File: src/rtl/ccpt_pkg.sv
// Constants, register map and types for the capture/compare/PWM unit and period timer
//
// How it works
// - Period timer counts to limit, wraps to zero
// - Period limit read/write, all ones after reset
// - Period match pulse goes to serial port
// - One 16-bit capture, compare or duty register
// - Value halves and control are read/write bytes
// - Capture/compare use general timer, PWM period timer
// - Mode zero turns unit off, clears state
// - Capture on falling, rising, 4th, 16th edge
// - Compare match sets or clears pin, flags
// - Software compare only flags, pin unchanged
// - Special event flags, clears timer, starts conversion
// - PWM duty: low byte plus two control bits
// - Control bits 7 and 6 read zero
// - PWM units share period and update instant
// - Prescaler 1:1, 1:4 or 1:16
// - Postscaler 1:1 to 1:16 sets match flag
// - Count or control write clears pre/postscaler
// - Period timer gives PWM on-time and period
package ccpt_pkg;

	// ************************************************************
	// Register map (word index, byte address is four times it)
	// ************************************************************
	localparam int unsigned ADDR_W          = 12;
	localparam int unsigned IDX_W           = 8;
	localparam logic [IDX_W-1:0] IDX_INT_CTRL     = 8'h0b;
	localparam logic [IDX_W-1:0] IDX_INT_CTRL_ALT = 8'h8b;
	localparam logic [IDX_W-1:0] IDX_PERI_FLAGS   = 8'h0c;
	localparam logic [IDX_W-1:0] IDX_PERI_ENABLES = 8'h8c;
	localparam logic [IDX_W-1:0] IDX_TMR_COUNT    = 8'h11;
	localparam logic [IDX_W-1:0] IDX_TMR_CTRL     = 8'h12;
	localparam logic [IDX_W-1:0] IDX_CC_LOW       = 8'h15;
	localparam logic [IDX_W-1:0] IDX_CC_HIGH      = 8'h16;
	localparam logic [IDX_W-1:0] IDX_CC_CTRL      = 8'h17;
	localparam logic [IDX_W-1:0] IDX_PERIOD_LIMIT = 8'h92;

	// ************************************************************
	// Reset values, field masks and bit positions
	// ************************************************************
	localparam logic [7:0] RST_ZERO8        = 8'h00;
	localparam logic [7:0] RST_PERIOD_LIMIT = 8'hff;
	localparam logic [7:0] INT_CTRL_MASK    = 8'hc0;
	localparam logic [7:0] PIE_MASK         = 8'h06;
	localparam int unsigned PIR_CC_BIT      = 2;
	localparam int unsigned PIR_PM_BIT      = 1;

	// ************************************************************
	// Mode codes, prescaler codes and terminal counts
	// ************************************************************
	localparam logic [3:0] MODE_OFF        = 4'h0;
	localparam logic [3:0] MODE_CAP_FALL   = 4'h4;
	localparam logic [3:0] MODE_CAP_RISE   = 4'h5;
	localparam logic [3:0] MODE_CAP_RISE4  = 4'h6;
	localparam logic [3:0] MODE_CAP_RISE16 = 4'h7;
	localparam logic [3:0] MODE_CMP_SET    = 4'h8;
	localparam logic [3:0] MODE_CMP_CLR    = 4'h9;
	localparam logic [3:0] MODE_CMP_SOFT   = 4'ha;
	localparam logic [3:0] MODE_CMP_SPEC   = 4'hb;
	localparam logic [1:0] PRE_SEL_1       = 2'h0;
	localparam logic [1:0] PRE_SEL_4       = 2'h1;
	localparam logic [3:0] PRE_TC_1        = 4'h0;
	localparam logic [3:0] PRE_TC_4        = 4'h3;
	localparam logic [3:0] PRE_TC_16       = 4'hf;
	localparam logic [3:0] CAP_TC_1        = 4'h0;
	localparam logic [3:0] CAP_TC_4        = 4'h3;
	localparam logic [3:0] CAP_TC_16       = 4'hf;
	localparam logic [1:0] AXI_OKAY        = 2'h0;
	localparam logic [1:0] AXI_SLVERR      = 2'h2;

	// ************************************************************
	// Types
	// ************************************************************
	typedef enum logic [1:0] {CK_OFF, CK_CAPTURE, CK_COMPARE, CK_PWM} ccpt_kind_e;

	typedef struct packed {
		logic [3:0] postscale_select;
		logic       period_timer_on;
		logic [1:0] prescale_select;
	} ccpt_tctl_s;

	typedef struct packed {
		logic [1:0] duty_low_bits;
		logic [3:0] unit_mode_select;
	} ccpt_cctl_s;

endpackage

File: src/rtl/ccpt_top.sv
// Capture/compare/PWM unit with its 8-bit period timer and AXI4-Lite register slave
`timescale 1ns/1ns
module ccpt_top
	import ccpt_pkg::*;
(
	input  wire logic              CLK,
	input  wire logic              RST_B,
	input  wire logic              CE,
	input  wire logic [ADDR_W-1:0] S_AXI_AWADDR,
	input  wire logic              S_AXI_AWVALID,
	output logic                   S_AXI_AWREADY,
	input  wire logic [31:0]       S_AXI_WDATA,
	input  wire logic [3:0]        S_AXI_WSTRB,
	input  wire logic              S_AXI_WVALID,
	output logic                   S_AXI_WREADY,
	output logic [1:0]             S_AXI_BRESP,
	output logic                   S_AXI_BVALID,
	input  wire logic              S_AXI_BREADY,
	input  wire logic [ADDR_W-1:0] S_AXI_ARADDR,
	input  wire logic              S_AXI_ARVALID,
	output logic                   S_AXI_ARREADY,
	output logic [31:0]            S_AXI_RDATA,
	output logic [1:0]             S_AXI_RRESP,
	output logic                   S_AXI_RVALID,
	input  wire logic              S_AXI_RREADY,
	input  wire logic [15:0]       GTMR_VALUE,
	input  wire logic              ADC_ENABLED,
	input  wire logic              CCP_PIN_IN,
	output logic                   CCP_PIN_OUT,
	output logic                   CCP_PIN_OE,
	output logic                   PERIOD_MATCH,
	output logic                   GTMR_CLEAR,
	output logic                   ADC_START
);

	// ************************************************************
	// Decoding helpers
	// ************************************************************
	// Word index of a byte address; upper address bits must be clear to hit
	function automatic logic [IDX_W:0] reg_index(input logic [ADDR_W-1:0] addr);
		reg_index = {(addr[ADDR_W-1:IDX_W+2] == '0), addr[IDX_W+1:2]};
	endfunction

	// Is an index one of the implemented registers
	function automatic logic idx_mapped(input logic [IDX_W:0] sel);
		idx_mapped = sel[IDX_W] && (sel[IDX_W-1:0] == IDX_INT_CTRL
			|| sel[IDX_W-1:0] == IDX_INT_CTRL_ALT || sel[IDX_W-1:0] == IDX_PERI_FLAGS
			|| sel[IDX_W-1:0] == IDX_PERI_ENABLES || sel[IDX_W-1:0] == IDX_TMR_COUNT
			|| sel[IDX_W-1:0] == IDX_TMR_CTRL || sel[IDX_W-1:0] == IDX_CC_LOW
			|| sel[IDX_W-1:0] == IDX_CC_HIGH || sel[IDX_W-1:0] == IDX_CC_CTRL
			|| sel[IDX_W-1:0] == IDX_PERIOD_LIMIT);
	endfunction

	// ************************************************************
	// State
	// ************************************************************
	logic              aw_held_ff, w_held_ff, awready_ff, wready_ff, bvalid_ff;
	logic              arready_ff, rvalid_ff;
	logic [1:0]        bresp_ff, rresp_ff;
	logic [ADDR_W-1:0] aw_addr_ff;
	logic [7:0]        w_data_ff;
	logic              w_lane0_ff;
	logic [31:0]       rdata_ff;
	logic [7:0]        int_ctrl_ff, pie_ff, tmr_ff, limit_ff;
	logic              flag_cc_ff, flag_pm_ff;
	ccpt_tctl_s        tctl_ff;
	ccpt_cctl_s        cctl_ff;
	logic [15:0]       cc_val_ff;
	logic [3:0]        pre_cnt_ff, post_cnt_ff, cap_cnt_ff;
	logic              cmp_hit_ff, pin_ff, oe_ff, pm_out_ff, gclr_ff, adc_ff;
	logic [9:0]        duty_ff;
	logic              pin_s1_ff, pin_s2_ff, pin_s3_ff;

	// ************************************************************
	// Bus handshake terms
	// ************************************************************
	logic             aw_fire, w_fire, ar_fire, wr_do;
	logic             nxt_aw_held, nxt_w_held, nxt_bvalid, nxt_rvalid;
	logic [IDX_W:0]   wr_sel, rd_sel;
	logic             wr_en, wr_int, wr_pir, wr_pie, wr_tmr, wr_tctl, wr_lim;
	logic             wr_ccl, wr_cch, wr_cctl;
	assign aw_fire     = S_AXI_AWVALID && awready_ff;
	assign w_fire      = S_AXI_WVALID && wready_ff;
	assign ar_fire     = S_AXI_ARVALID && arready_ff;
	assign wr_do       = aw_held_ff && w_held_ff && !bvalid_ff;
	assign nxt_aw_held = aw_fire || (aw_held_ff && !wr_do);
	assign nxt_w_held  = w_fire || (w_held_ff && !wr_do);
	assign nxt_bvalid  = wr_do || (bvalid_ff && !S_AXI_BREADY);
	assign nxt_rvalid  = ar_fire || (rvalid_ff && !S_AXI_RREADY);

	// Write strobes per register; only byte lane 0 carries data
	assign wr_sel  = reg_index(aw_addr_ff);
	assign wr_en   = wr_do && w_lane0_ff && idx_mapped(wr_sel);
	assign wr_int  = wr_en && (wr_sel[IDX_W-1:0] == IDX_INT_CTRL
		|| wr_sel[IDX_W-1:0] == IDX_INT_CTRL_ALT);
	assign wr_pir  = wr_en && wr_sel[IDX_W-1:0] == IDX_PERI_FLAGS;
	assign wr_pie  = wr_en && wr_sel[IDX_W-1:0] == IDX_PERI_ENABLES;
	assign wr_tmr  = wr_en && wr_sel[IDX_W-1:0] == IDX_TMR_COUNT;
	assign wr_tctl = wr_en && wr_sel[IDX_W-1:0] == IDX_TMR_CTRL;
	assign wr_lim  = wr_en && wr_sel[IDX_W-1:0] == IDX_PERIOD_LIMIT;
	assign wr_ccl  = wr_en && wr_sel[IDX_W-1:0] == IDX_CC_LOW;
	assign wr_cch  = wr_en && wr_sel[IDX_W-1:0] == IDX_CC_HIGH;
	assign wr_cctl = wr_en && wr_sel[IDX_W-1:0] == IDX_CC_CTRL;

	// ************************************************************
	// Read mux
	// ************************************************************
	logic [7:0] rd_byte, pir_byte;
	assign rd_sel   = reg_index(S_AXI_ARADDR);
	assign pir_byte = (8'(flag_cc_ff) << PIR_CC_BIT) | (8'(flag_pm_ff) << PIR_PM_BIT);
	assign rd_byte  =
		(rd_sel[IDX_W-1:0] == IDX_INT_CTRL)     ? int_ctrl_ff :
		(rd_sel[IDX_W-1:0] == IDX_INT_CTRL_ALT) ? int_ctrl_ff :
		(rd_sel[IDX_W-1:0] == IDX_PERI_FLAGS)   ? pir_byte :
		(rd_sel[IDX_W-1:0] == IDX_PERI_ENABLES) ? pie_ff :
		(rd_sel[IDX_W-1:0] == IDX_TMR_COUNT)    ? tmr_ff :
		(rd_sel[IDX_W-1:0] == IDX_TMR_CTRL)     ? {1'b0, tctl_ff} :
		(rd_sel[IDX_W-1:0] == IDX_CC_LOW)       ? cc_val_ff[7:0] :
		(rd_sel[IDX_W-1:0] == IDX_CC_HIGH)      ? cc_val_ff[15:8] :
		(rd_sel[IDX_W-1:0] == IDX_CC_CTRL)      ? {2'b00, cctl_ff} :
		(rd_sel[IDX_W-1:0] == IDX_PERIOD_LIMIT) ? limit_ff : RST_ZERO8;

	// ************************************************************
	// Period timer, prescaler and postscaler
	// ************************************************************
	logic [3:0] pre_tc;
	logic       tick, wrap, post_hit, pre_clr;
	logic [1:0] ext2;
	assign pre_tc   = (tctl_ff.prescale_select == PRE_SEL_1) ? PRE_TC_1 :
		(tctl_ff.prescale_select == PRE_SEL_4) ? PRE_TC_4 : PRE_TC_16;
	assign tick     = tctl_ff.period_timer_on && (pre_cnt_ff == pre_tc);
	assign wrap     = tick && (tmr_ff == limit_ff) && !wr_tmr;
	assign post_hit = wrap && (post_cnt_ff == tctl_ff.postscale_select);
	assign pre_clr  = wr_tmr || wr_tctl;
	// Two extra low bits of PWM time come from the prescaler
	assign ext2     = (tctl_ff.prescale_select == PRE_SEL_1) ? 2'b00 :
		(tctl_ff.prescale_select == PRE_SEL_4) ? pre_cnt_ff[1:0] : pre_cnt_ff[3:2];

	// ************************************************************
	// Unit mode decode and events
	// ************************************************************
	ccpt_kind_e kind;
	always_comb begin
		case (cctl_ff.unit_mode_select[3:2])
			2'b01:   kind = CK_CAPTURE;
			2'b10:   kind = CK_COMPARE;
			2'b11:   kind = CK_PWM;
			default: kind = CK_OFF;
		endcase
	end

	logic [3:0] mode, cap_tc;
	logic       rise, fall, cap_edge, cap_event, cmp_eq, cmp_event, special;
	logic [9:0] duty_req;
	logic       duty_reached;
	assign mode      = cctl_ff.unit_mode_select;
	// Edges are taken from the second and third stage, never the first
	assign rise      = pin_s2_ff && !pin_s3_ff;
	assign fall      = !pin_s2_ff && pin_s3_ff;
	assign cap_edge  = (kind == CK_CAPTURE) && ((mode == MODE_CAP_FALL) ? fall : rise);
	assign cap_tc    = (mode == MODE_CAP_RISE4) ? CAP_TC_4 :
		(mode == MODE_CAP_RISE16) ? CAP_TC_16 : CAP_TC_1;
	assign cap_event = cap_edge && (cap_cnt_ff == cap_tc);
	// Compare runs against the general timer; one event per entry into match
	assign cmp_eq    = (kind == CK_COMPARE) && (GTMR_VALUE == cc_val_ff);
	assign cmp_event = cmp_eq && !cmp_hit_ff;
	assign special   = cmp_event && (mode == MODE_CMP_SPEC);
	assign duty_req  = {cc_val_ff[7:0], cctl_ff.duty_low_bits};
	assign duty_reached = ({tmr_ff, ext2} >= duty_ff);

	// ************************************************************
	// Next values
	// ************************************************************
	logic [7:0]  nxt_tmr;
	logic [3:0]  nxt_pre, nxt_post, nxt_cap_cnt;
	logic        nxt_flag_cc, nxt_flag_pm, nxt_pin;
	logic [15:0] nxt_cc_val;
	assign nxt_tmr  = wr_tmr ? w_data_ff : wrap ? RST_ZERO8 :
		tick ? tmr_ff + 8'h01 : tmr_ff;
	assign nxt_pre  = pre_clr ? '0 : !tctl_ff.period_timer_on ? pre_cnt_ff :
		(pre_cnt_ff == pre_tc) ? '0 : pre_cnt_ff + 4'h1;
	assign nxt_post = pre_clr ? '0 : post_hit ? '0 :
		wrap ? post_cnt_ff + 4'h1 : post_cnt_ff;
	// Hardware set wins over a software write in the same cycle
	assign nxt_flag_pm = post_hit || (wr_pir ? w_data_ff[PIR_PM_BIT] : flag_pm_ff);
	assign nxt_flag_cc = cap_event || cmp_event
		|| (wr_pir ? w_data_ff[PIR_CC_BIT] : flag_cc_ff);
	assign nxt_cap_cnt = (kind != CK_CAPTURE || cap_event) ? '0 :
		cap_edge ? cap_cnt_ff + 4'h1 : cap_cnt_ff;
	// A capture beats a software write to the value in the same cycle
	assign nxt_cc_val = cap_event ? GTMR_VALUE :
		{wr_cch ? w_data_ff : cc_val_ff[15:8], wr_ccl ? w_data_ff : cc_val_ff[7:0]};
	// Pin: compare actions, PWM on at period start and off at duty
	assign nxt_pin =
		(kind == CK_COMPARE) ? ((cmp_event && mode == MODE_CMP_SET) ? 1'b1 :
			(cmp_event && mode == MODE_CMP_CLR) ? 1'b0 : pin_ff) :
		(kind == CK_PWM) ? (wrap ? (duty_req != 10'h000) :
			(duty_reached ? 1'b0 : pin_ff)) : 1'b0;

	// ************************************************************
	// Flip-flops
	// ************************************************************
	// Bus slave; ready flags follow the held state so each channel takes one item
	always_ff @(posedge CLK or negedge RST_B) begin
		if (!RST_B) begin
			{aw_held_ff, w_held_ff, awready_ff, wready_ff, bvalid_ff} <= '0;
			{arready_ff, rvalid_ff, w_lane0_ff} <= '0;
			{bresp_ff, rresp_ff} <= '0;
			aw_addr_ff <= '0;
			w_data_ff  <= RST_ZERO8;
			rdata_ff   <= '0;
		end else if (CE) begin
			aw_held_ff <= nxt_aw_held;
			w_held_ff  <= nxt_w_held;
			awready_ff <= !nxt_aw_held;
			wready_ff  <= !nxt_w_held;
			bvalid_ff  <= nxt_bvalid;
			rvalid_ff  <= nxt_rvalid;
			arready_ff <= !nxt_rvalid;
			if (aw_fire) aw_addr_ff <= S_AXI_AWADDR;
			if (w_fire) begin
				w_data_ff  <= S_AXI_WDATA[7:0];
				w_lane0_ff <= S_AXI_WSTRB[0];
			end
			if (wr_do) bresp_ff <= idx_mapped(wr_sel) ? AXI_OKAY : AXI_SLVERR;
			if (ar_fire) begin
				rdata_ff <= {24'h000000, rd_byte};
				rresp_ff <= idx_mapped(rd_sel) ? AXI_OKAY : AXI_SLVERR;
			end
		end
	end

	// Pin synchroniser, two stages plus one for edge history
	always_ff @(posedge CLK or negedge RST_B) begin
		if (!RST_B) begin
			{pin_s1_ff, pin_s2_ff, pin_s3_ff} <= '0;
		end else if (CE) begin
			{pin_s1_ff, pin_s2_ff, pin_s3_ff} <= {CCP_PIN_IN, pin_s1_ff, pin_s2_ff};
		end
	end

	// Software registers and period timer
	always_ff @(posedge CLK or negedge RST_B) begin
		if (!RST_B) begin
			{int_ctrl_ff, pie_ff, tmr_ff} <= {RST_ZERO8, RST_ZERO8, RST_ZERO8};
			limit_ff <= RST_PERIOD_LIMIT;
			{tctl_ff, cctl_ff, cc_val_ff} <= '0;
			{pre_cnt_ff, post_cnt_ff, flag_pm_ff, flag_cc_ff} <= '0;
		end else if (CE) begin
			if (wr_int) int_ctrl_ff <= w_data_ff & INT_CTRL_MASK;
			if (wr_pie) pie_ff <= w_data_ff & PIE_MASK;
			if (wr_tctl) tctl_ff <= w_data_ff[6:0];
			if (wr_cctl) cctl_ff <= w_data_ff[5:0];
			if (wr_lim) limit_ff <= w_data_ff;
			tmr_ff      <= nxt_tmr;
			pre_cnt_ff  <= nxt_pre;
			post_cnt_ff <= nxt_post;
			flag_pm_ff  <= nxt_flag_pm;
			flag_cc_ff  <= nxt_flag_cc;
			cc_val_ff   <= nxt_cc_val;
		end
	end

	// Unit state and pin-side outputs
	always_ff @(posedge CLK or negedge RST_B) begin
		if (!RST_B) begin
			{cap_cnt_ff, cmp_hit_ff, pin_ff, oe_ff} <= '0;
			{pm_out_ff, gclr_ff, adc_ff} <= '0;
			duty_ff <= '0;
		end else if (CE) begin
			cap_cnt_ff <= nxt_cap_cnt;
			cmp_hit_ff <= cmp_eq;
			pin_ff     <= nxt_pin;
			oe_ff      <= (kind == CK_COMPARE) || (kind == CK_PWM);
			pm_out_ff  <= wrap;
			gclr_ff    <= special;
			adc_ff     <= special && ADC_ENABLED;
			// Duty latched only at the period boundary, shared by all PWM users
			if (wrap) duty_ff <= duty_req;
		end
	end

	assign S_AXI_AWREADY = awready_ff;
	assign S_AXI_WREADY  = wready_ff;
	assign S_AXI_BVALID  = bvalid_ff;
	assign S_AXI_BRESP   = bresp_ff;
	assign S_AXI_ARREADY = arready_ff;
	assign S_AXI_RVALID  = rvalid_ff;
	assign S_AXI_RDATA   = rdata_ff;
	assign S_AXI_RRESP   = rresp_ff;
	assign CCP_PIN_OUT   = pin_ff;
	assign CCP_PIN_OE    = oe_ff;
	assign PERIOD_MATCH  = pm_out_ff;
	assign GTMR_CLEAR    = gclr_ff;
	assign ADC_START     = adc_ff;
endmodule // ccpt_top

File: config.mk
export PLATFORM = sky130hd
export DESIGN_NAME = ccpt_top
export DESIGN_NICKNAME = d
export VERILOG_FILES = /design/src/rtl/ccpt_pkg.sv /design/src/rtl/ccpt_top.sv
export SDC_FILE = /design/constraint.sdc
export NUM_CORES = 1
export LEC_CHECK = 0
export ABC_CLOCK_PERIOD_IN_PS = 3600
export BUFFER_PORTS_ARGS = -buffer_cell sky130_fd_sc_hd__buf_4
export CORE_MARGIN = 2
export CORE_UTILIZATION = 30
export DETAILED_ROUTE_END_ITERATION = 10
export GPL_ROUTABILITY_DRIVEN = 1
export SYNTH_ARGS = -nofsm -noshare
export SYNTH_HDL_FRONTEND = slang
export SYNTH_SLANG_ARGS = --single-unit
export TNS_END_PERCENT = 30
File: constraint.sdc
create_clock -name CLK -period 3.6 [get_ports CLK]
set_input_delay 0 -clock CLK [delete_from_list [all_inputs] [get_ports CLK]]
set_output_delay 0 -clock CLK [all_outputs]
set_load 0.05 [all_outputs]
==> impl_metrics.yaml, run 1 <==
worst_setup_path:
  crit_end: "CCP_PIN_OUT"
  critical_path.slowest_cell: "nor4b_1"
  path_class: "flip-flop to flip-flop"
  startpoint: "aw_addr_ff[5]"
  rrSetupSlack_ns: 0.84
  reg2reg_from: "aw_addr_ff[5]"
  timing.rr.end: "CCP_PIN_OUT"
  crit_fanout: 15
  cpMostUsedCell: "buf_4"
  cp_cell_sequence: "nor4b_1 > nand4b_1 > nor3b_2 > buf_4 > nor2b_1 > buf_4 > o211ai_1 > mux2_2"
  cp-end-kind: "flip-flop"
  rr_worst_depth: 8
  cp.arrival_ns: 3.07
  cp_slowest_stage_delay_ns: 0.67
  start_kind: "flip-flop"
  critPathRequiredTime_ns: 3.91
sta:
  hold_viol: 0
  setup_viol: 0
  rsz0062_at_grt: "false"
  finalSetupTns_ns: 0
  slew_headroom: 0.375
  tightest_slew_ns: 0.932
  setup_slack_ns: 0.838
  max_freq_mhz: 362
  period_needed_ns: 2.76
  skew_ns: 0.00788
  fin_crit_sh: 0.767
  slew_viol_final: 0
clock_tree:
  cts.clk_slew.worst_paths_ns: 0.05
  h-tree-depth: 4
  cts_root_buffer: "clkbuf_16"
  clock_sinks: 118
  clockBufferDepth: 2
  clock_latency_ns: 0.42
  cts_tree: "yes"
  cts_resized: 0
  numCtsBuffers: 17
global_route:
  grt_pass1_vias: 5648
  grt-ovfl-total: 0
  grt_max_degree: 66
  antenna_found_initial: 0
  grt_pass1_wl_mm: 31.9
  grt.total_usage: 0.171
route:
  dr.pass1.iters: 5
  via_count: 5900
  detail_route.wl_per_cell_um: 17.7
  vias_per_cell: 5.21
  drc: 0
  ant_nets: 0
  wl_mm: 20.1
  drtIter0Drc: 438
layout:
  utilization: 0.383
  area_growth_pct: 24.9
  nNetsFinal: 936
  fin_cells: 1133
  drive_above_1_share: 0.225
  num_antenna_cells: 0
die:
  die_area_um2: 24500
  ios: 132
  die_w_um: 156
  die-height_um: 156
  rows: 55
  core_um2: 22700
  start_util: 0.307
synth:
  synth.distinct_cells: 69
  synth_top_area_cell: "dfrtp_1"
  async_flop_share: 1.00
  ys_seq_elements: 118
  yosys-top-cells-count: "dfrtp_1 (110), o21ai_0 (63), nand2_1 (61)"
  synth_warnings: 0
  synth_edf_count: 0
  synth_cells: 724
  seq_area_frac_synth: 0.425
  synth.most_common_cell: "dfrtp_1"
  synth_area_leaders: "dfrtp_1 (40%), mux2_2 (8.1%), o21ai_0 (4.5%), nand2_1 (3.3%), dfstp_2 (3.0%)"
  syn_area_per_cell_um2: 9.62
  synth_area_um2: 6970
  synth_ff_type: "dfrtp_1"
  synth.top_cell.area_share: 0.395
pwr:
  vdd_drop_max_mv: 0.389
  cellPowerDensity_nw_per_um2: 493
  power.leakage_nw: 3.84
  finalPower_mw: 4.29
placed_design:
  dp_cells: 1058
  hpwl_mm: 14.1
  place_ws_ns: 0.826
  gp_congestion: 0.929
  io_buffers: 74
job:
  cap_violations: 0
outcome:
  status: "complete, no violations"
worst_hold_path:
  min_delay_path_depth: 3
  holdCritPathClass: "input port to flip-flop"
stage by stage:
| stage | area (um2) | hold WS (ns) |
|---|---|---|
| final | 8700 | 0.0131 |
| after detailed placement | 7720 | 0.165 |
| after global placement | 7720 | 0.165 |
| after floorplan | 7060 | -0.296 |
| after CTS | 8700 | 0.00267 |
| after global routing | 8700 | 0.0369 |
final cells by class:
type                       instances  area (um2)
timing repair buffer             131        1090
sequential                       118        2960
clock inverter                     4        45.0
inverter                          30         113
clock buffer                      27         493
tap                              285         357
fill                            2258       14000
multi-input combinational        538        3630
cells by family after synthesis:
kind of cell | share of synthesized area
and+or+nand+nor | 0.156
AOI/OAI and AO/OA | 0.186
DFF | 0.425
buffers and inverters | 0.0672
muxes | 0.105
xor gates and xnor gates | 0.0352
adders and majority gates | 0.0251
other | 0.000538
worst min path at each step:
stage                     slack (ns)            start        endpoint
after floorplan                -0.30            RST_B       ADC_START
after global placement          0.17            RST_B   S_AXI_AWREADY
after detailed placement        0.16            RST_B       pin_s1_ff
after CTS                      0.003  S_AXI_ARADDR[2]  S_AXI_RDATA[7]
after global routing            0.04  S_AXI_ARADDR[2]  S_AXI_RDATA[7]
final                           0.01  S_AXI_ARADDR[2]  S_AXI_RDATA[7]
worst max-delay path, delay by kind of cell (launching register included):
| kind | cells | cell delay [ns] |
|---|---|---|
| AND/OR/NAND/NOR | 4 | 1.31 |
| buffers and inverters | 2 | 0.41 |
| flip-flops | 1 | 0.38 |
| multiplexers | 1 | 0.35 |
| AO/OA/AOI/OAI | 1 | 0.19 |
power by group:
group / total [mW] / leakage (nW) / switching (mW) / internal [mW]
combinational: 0.883 / 2.10 / 0.516 / 0.367
clock: 1.57 / 0.265 / 0.579 / 0.995
sequential: 1.83 / 1.47 / 0.320 / 1.51
total: 4.29 / 3.84 / 1.41 / 2.87
sequential cells by signal, indices dropped and copies added (netlist names), 2 cells and up:
| name | flops |
|---|---|
| limit_ff | 8 |
| pie_ff | 2 |
| S_AXI_RDATA | 8 |
| post_cnt_ff | 4 |
| int_ctrl_ff | 2 |
| mode | 4 |
| cap_cnt_ff | 4 |
| pre_cnt_ff | 4 |
| tctl_ff | 7 |
| cc_val_ff | 16 |
| tmr_ff | 8 |
| aw_addr_ff | 10 |
| duty_ff | 10 |
| w_data_ff | 8 |
| cctl_ff | 2 |
cells in the final DEF (no fill, tap or decap), types with 4 or more instances in the layout:
master,synthesis,layout
a2111oi_0,4,4
a211oi_1,4,4
a21o_1,11,11
a21oi_1,40,40
a22o_1,20,20
a22oi_1,10,10
and3_1,8,8
buf_4,27,87
clkbuf_1,29,7
clkbuf_16,0,17
conb_1,1,26
dfrtp_1,110,110
dfstp_2,8,8
dlygate4sd3_1,0,44
ha_1,14,14
inv_1,30,30
mux2_2,50,50
mux2_4,9,9
nand2_1,61,61
nand2b_1,6,6
nand3_1,31,31
nand4_1,10,10
nor2_1,29,29
nor2b_1,14,14
nor3_1,12,12
nor4_1,9,9
nor4b_1,6,6
o211ai_1,5,5
o21ai_0,63,63
o22ai_1,4,4
o31ai_1,7,7
or3_1,4,4
xnor2_1,13,13
xor2_1,15,15
timing repair:
action                                  CTS  global route
endpoints found under the setup margin    0             0
buffers inserted                          0             0
hold buffers                             44             0
endpoints found under the hold margin    97             0
metal layers:
metal | routed length, um | vias to the layer above | share of wire | track usage
li1 | - | 2821 | - | -
met1 | 9640 | 2872 | 0.48 | 0.243
met2 | 9130 | 183 | 0.45 | 0.257
met3 | 1020 | 24 | 0.051 | 0.0443
met4 | 292 | 0 | 0.015 | 0.0441
met5 | 0 | - | 0 | 0
Note: power is estimated with default switching activity, not from simulation.
==> run 2, diff against run 1 <==
- ABC_AREA: default -> 1
- ABC_CLOCK_PERIOD_IN_PS: 3600 -> 2450
- clock period: 3.6 -> 2.45 ns (I/O delays scaled with it)
==> run 2 against run 1 <==
Cell area grew 5.6%. Register-to-register slack lost 0.60 ns. Clock skew hardly changed. Count of clock-buffer cells in the layout is 10 lower. Utilization shrank 0.32 points. Wire length increased by 5.6%. Via count rose by 16%. Worst setup slack worse by 0.60 ns. Maximum frequency up 25%. Synthesized cell count rose by 37%. Critical path type unchanged. Largest cell class unchanged.
==> impl_metrics.yaml, run 2 <==
global_route:
  antenna_found_initial: 0
  grt-ovfl-total: 0
  grt_max_degree: 54
  grt_pass1_vias: 6528
  grt_pass1_wl_mm: 34.1
  grt.total_usage: 0.169
layout:
  utilization: 0.380
  largest-register: "cc_val_ff"
  largest_reg_flops: 16
  design_area_um2: 9180
  drive_above_1_share: 0.161
  reg.largest.list: "cc_val_ff x16, aw_addr_ff x10, duty_ff x10"
  area_growth_pct: 25.0
  nNetsFinal: 1212
  num_antenna_cells: 0
  final_cell_mix: "nand2_1 (300), inv_1 (118), dfrtp_1 (110)"
  fin_cells: 1449
  final_common_cell: "nand2_1"
route:
  vias_per_cell: 4.72
  dr.pass1.iters: 5
  detail_route.wl_per_cell_um: 14.6
  drtIter0Drc: 503
  wl_mm: 21.2
  ant_nets: 0
  via_count: 6843
  drc: 0
pwr:
  power.leakage_nw: 4.63
  cellPowerDensity_nw_per_um2: 704
  vdd_drop_max_mv: 0.563
synth:
  synth_area_leaders: "dfrtp_1 (37%), nand2_1 (15%), inv_1 (6.0%), o21ai_0 (4.6%), nand3_1 (4.4%)"
  yosys-top-cells-count: "nand2_1 (300), inv_1 (118), dfrtp_1 (110)"
  synth.top_cell.area_share: 0.375
  synth_warnings: 0
  synth_cells: 995
  synth.most_common_cell: "nand2_1"
  async_flop_share: 1.00
  synth_area_um2: 7350
  synth_top_area_cell: "dfrtp_1"
  syn_area_per_cell_um2: 7.39
  synth_ff_type: "dfrtp_1"
  seq_area_frac_synth: 0.403
  synth_edf_count: 0
  ys_seq_elements: 118
  synth.distinct_cells: 49
clock_tree:
  clock_latency_ns: 0.43
  numCtsBuffers: 17
  h-tree-depth: 4
  clock_sinks: 118
  cts_tree: "yes"
  clockBufferDepth: 2
  cts.clk_slew.worst_paths_ns: 0.06
  cts_resized: 0
  cts_root_buffer: "clkbuf_16"
  post-cts-setup-buffers: 0
worst_setup_path:
  path_class: "flip-flop to flip-flop"
  reg2reg_from: "tctl_ff[1]"
  crit_fanout: 5
  cp_cell_sequence: "inv_1 > nand2_1 > o21ai_0 > buf_4 > ha_1 > inv_1 > nor2_1 > o211ai_1 > o2111ai_1 > nor2_1 > nand3_1 > nand3_1 > nand2_1"
  cp_slowest_stage_delay_ns: 0.41
  cp.arrival_ns: 2.52
  critical_path.slowest_cell: "dfrtp_1"
  critPathRequiredTime_ns: 2.76
  cp-end-kind: "flip-flop"
  rrSetupSlack_ns: 0.24
  timing.rr.end: "CCP_PIN_OUT"
  rr_worst_depth: 13
  start_kind: "flip-flop"
sta:
  period_needed_ns: 2.21
  slew_viol_final: 0
  hold_viol: 0
  slew_headroom: 0.536
  max_freq_mhz: 453
  rsz0062_at_grt: "false"
  skew_ns: 0.00800
  setup_viol: 0
  fin_crit_sh: 0.901
  tightest_slew_ns: 0.694
  finalSetupTns_ns: 0
placed_design:
  gp_congestion: 0.919
  dp_cells: 1382
  hpwl_mm: 16.3
  io_buffers: 74
  placed_cell_area_um2: 8200
die:
  die_w_um: 161
  rows: 57
  die_area_um2: 25800
  ios: 132
  core_um2: 24200
  start_util: 0.304
  die-height_um: 161
job:
  cap_violations: 0
worst_hold_path:
  hold_end: "cc_val_ff[9]"
  min_delay_path_depth: 5
  worstHoldStart: "GTMR_VALUE[9]"
  holdCritPathClass: "input port to flip-flop"
outcome:
  status: "complete, no violations"
## run 2: cell types whose count changed after synthesis, sizes merged, moves of 20 or more
cell	previous run	this run
mux2	59	2
nand2	62	311
a22o	20	0
o21ai	64	92
nor2	29	90
nand3	31	68
inv	30	120
## run 2: cell families (layout without fill, tap and decap cells)
kind of cell | count (synthesis) | in the layout | share of synthesized area
buffers and inverters | 169 | 274 | 0.104
other | 1 | 26 | 0.000510
AND/OR/NAND/NOR | 528 | 528 | 0.319
flip-flops | 118 | 118 | 0.403
AO/OA/AOI/OAI | 140 | 140 | 0.119
multiplexers | 3 | 3 | 0.00443
XOR/XNOR | 22 | 22 | 0.0262
adder cells (fa/ha/maj) | 14 | 14 | 0.0238
## run 2: where the power goes
| part | switching, mW | leakage, nW | internal, mW |
|---|---|---|---|
| Clock | 0.974 | 0.308 | 1.71 |
| Sequential | 0.223 | 1.52 | 2.18 |
| Combinational | 0.971 | 2.79 | 0.410 |
## run 2: per-stage QoR
stage / setup slack [ns] / hold slack, ns / total power [mW]
final: 0.242 / 0.0105 / 6.46
after global routing: 0.0271 / 0.0299 / 6.76
after CTS: 0.243 / 0.0000299 / 6.50
after detailed placement: 0.251 / 0.0612 / 3.77
after global placement: 0.296 / 0.0584 / 3.75
after floorplan: 0.541 / -0.296 / 3.29
## run 2: final cells by class
| class | instances | area [um2] |
|---|---|---|
| Clock buffer | 17 | 425 |
| Clock inverter | 15 | 204 |
| Fill cell | 2502 | 15000 |
| Inverter | 120 | 450 |
| Multi-Input combinational cell | 733 | 3720 |
| Sequential cell | 118 | 2960 |
| Tap cell | 324 | 405 |
| Timing Repair Buffer | 122 | 1020 |
## run 2: worst max path at each step
stage / endpoint / slack, ns / from
2_1_floorplan: tmr_ff[2] / 0.54 / S_AXI_BVALID
3_3_place_gp: post_cnt_ff[1] / 0.30 / aw_addr_ff[3]
3_5_place_dp: CCP_PIN_OUT / 0.25 / tctl_ff[1]
4_1_cts: CCP_PIN_OUT / 0.24 / tctl_ff[1]
5_1_grt: post_cnt_ff[3] / 0.03 / aw_addr_ff[3]
6_report: CCP_PIN_OUT / 0.24 / tctl_ff[1]
## run 2: timing repair
| action | 4_1_cts | 5_1_grt |
|---|---|---|
| hold endpoints to repair | 82 | 0 |
| setup endpoints to repair | 0 | 0 |
| hold buffers | 35 | 0 |
## run 2: worst max-delay path: cells and delay by family, from the launching register on
family                   cells  cell delay [ns]
buffers and inverters        3             0.32
AND/OR/NAND/NOR              6             0.67
adder cells (fa/ha/maj)      1             0.24
AO/OA/AOI/OAI                3             0.45
flip-flops                   1             0.41
## run 2: per-layer routing
metal,global-route usage,part of all wire,vias up
li1,-,-,3409
met1,0.221,0.45,3167
met2,0.274,0.47,216
met3,0.0318,0.051,51
met4,0.0692,0.033,0
met5,0,0,-
==> run 3, diff against run 2 <==
- ABC_AREA: 1 -> default
==> run 3 against run 2 <==
Die area down 5.1%. Sequential cell count unchanged. Critical path type unchanged. Hold slack improved by 0.050 ns. Sequential power is 11% higher. Worst setup slack worse by 0.17 ns. Utilization grew 2.0 points.
==> impl_metrics.yaml, run 3 (synthesis gave the netlist of run 1 again) <==
clock_tree:
  cts_tree: "yes"
  clockBufferDepth: 2
  clock_sinks: 118
  cts.clk_slew.worst_paths_ns: 0.06
  h-tree-depth: 4
  cts_root_buffer: "clkbuf_16"
  clock_latency_ns: 0.42
  numCtsBuffers: 17
global_route:
  grt-ovfl-total: 0
  antenna_found_initial: 0
  met1_usage: 0.232
  grt_max_degree: 53
  gr-usage-met2: 0.272
  grt.met3_usage: 0.0413
  grt.total_usage: 0.171
  grt_pass1_vias: 5810
  grt_pass1_wl_mm: 32.0
  busiest_layer: "met2"
sta:
  setup_viol: 0
  max_freq_mhz: 420
  hold_viol: 0
  tightest_slew_ns: 0.723
  finalSetupTns_ns: 0
  rsz0062_at_grt: "true"
  skew_ns: 0.0105
  slew_headroom: 0.518
  slew_viol_final: 0
  fin_hold_ws_ns: 0.0609
  fin_crit_sh: 0.971
  period_needed_ns: 2.38
route:
  vias_per_cell: 5.19
  drtIter0Drc: 440
  via_count: 6052
  ant_nets: 0
  wl_mm: 20.3
  dr.pass1.iters: 5
  detail_route.wl_per_cell_um: 17.4
  drc: 0
worst_setup_path:
  rr_worst_depth: 8
  cp_cell_sequence: "or3b_2 > nand4b_1 > nor3b_2 > buf_6 > o21ai_1 > buf_4 > a221oi_1 > a21oi_1"
  critPathRequiredTime_ns: 2.74
  reg2reg_from: "aw_addr_ff[11]"
  crit_fanout: 16
  timing.rr.end: "tmr_ff[0]"
  cp.arrival_ns: 2.67
  cp-end-kind: "flip-flop"
  crit_end: "tmr_ff[0]"
  rrSetupSlack_ns: 0.07
  path_class: "flip-flop to flip-flop"
  cp_slowest_stage_delay_ns: 0.52
  startpoint: "aw_addr_ff[11]"
  critical_path.slowest_cell: "or3b_2"
  start_kind: "flip-flop"
layout:
  final_common_cell: "buf_4"
  final-seq-area_um2: 2960
  largest-register: "cc_val_ff"
  area_growth_pct: 30.4
  num_antenna_cells: 0
  final_cell_mix: "buf_4 (112), dfrtp_1 (110), nand2_1 (61), o21ai_0 (61), mux2_2 (50)"
  multi_input_area_um2: 3650
  nNetsFinal: 969
  utilization: 0.400
  drive_above_1_share: 0.260
  reg.largest.list: "cc_val_ff x16, aw_addr_ff x10, duty_ff x10"
  nFillCells: 2202
  design_area_um2: 9080
  largest_reg_flops: 16
pwr:
  vdd_drop_max_mv: 0.639
  cellPowerDensity_nw_per_um2: 728
  power.leakage_nw: 4.06
outcome:
  status: "complete, no violations"
worst_hold_path:
  min_delay_path_depth: 3
  holdCritPathClass: "input port to flip-flop"
die:
  ios: 132
  start_util: 0.307
  die_w_um: 156
  core_um2: 22700
  die_area_um2: 24500
  rows: 55
  die-height_um: 156
job:
  cap_violations: 0
placed_design:
  io_buffers: 74
  gp_congestion: 0.862
  hpwl_mm: 14.6
  placed_cell_area_um2: 7950
run 3: layout make-up:
| class | count | area share |
|---|---|---|
| Inverter | 30 | 0.0124 |
| Clock buffer | 23 | 0.0537 |
| Tap cell | 285 | 0.0393 |
| Sequential cell | 118 | 0.326 |
| Multi-Input combinational cell | 538 | 0.402 |
| Clock inverter | 9 | 0.0135 |
| Timing Repair Buffer | 164 | 0.153 |
run 3: how the worst min path moves through the flow:
stage / from / to / slack, ns
floorplan: RST_B / ADC_START / -0.30
global placement: RST_B / S_AXI_WREADY / 0.09
detailed placement: RST_B / S_AXI_WREADY / 0.1
CTS: S_AXI_ARVALID / S_AXI_ARREADY / 0.02
global route: S_AXI_ARVALID / S_AXI_ARREADY / 0.06
finish: S_AXI_ARVALID / S_AXI_ARREADY / 0.06
run 3: metrics by stage:
step | power, mW | instances | worst slack, ns
2_1_floorplan | 3.41 | 749 | 0.0292
3_3_place_gp | 3.96 | 1083 | 0.0524
6_report | 6.62 | 1167 | 0.0706
5_1_grt | 6.90 | 1167 | -0.0262
3_5_place_dp | 3.99 | 1083 | 0.0164
4_1_cts | 6.65 | 1163 | 0.0250
run 3: power breakdown:
group	switching (mW)	internal, mW	total (mW)
sequential	0.441	2.22	2.66
clock	0.890	1.70	2.59
combinational	0.789	0.582	1.37
total	2.12	4.50	6.62
run 3: repair_timing:
| action | 4_1_cts | 5_1_grt |
|---|---|---|
| endpoints found under the hold margin | 90 | 0 |
| setup buffers | 0 | 4 |
| gates resized for setup | 1 | 5 |
| pin swaps | 0 | 1 |
| cloned | 0 | 0 |
| hold buffers | 48 | 0 |
| setup endpoints to repair | 1 | 19 |
run 3: critical path: cells and delay by family, from the launching register on:
kind,cells,cell delay (ns)
and+or+nand+nor,3,1.12
buffers and inverters,2,0.39
DFF,1,0.38
AOI/OAI and AO/OA,3,0.36
run 3: routing by layer:
metal  routed length [um]  share of wire  vias up
met1                 9400           0.46     2952
met2                 9570           0.47      190
met4                  280          0.014        0
met3                 1060          0.052       24
li1                     -              -     2886
met5                    0              0        -
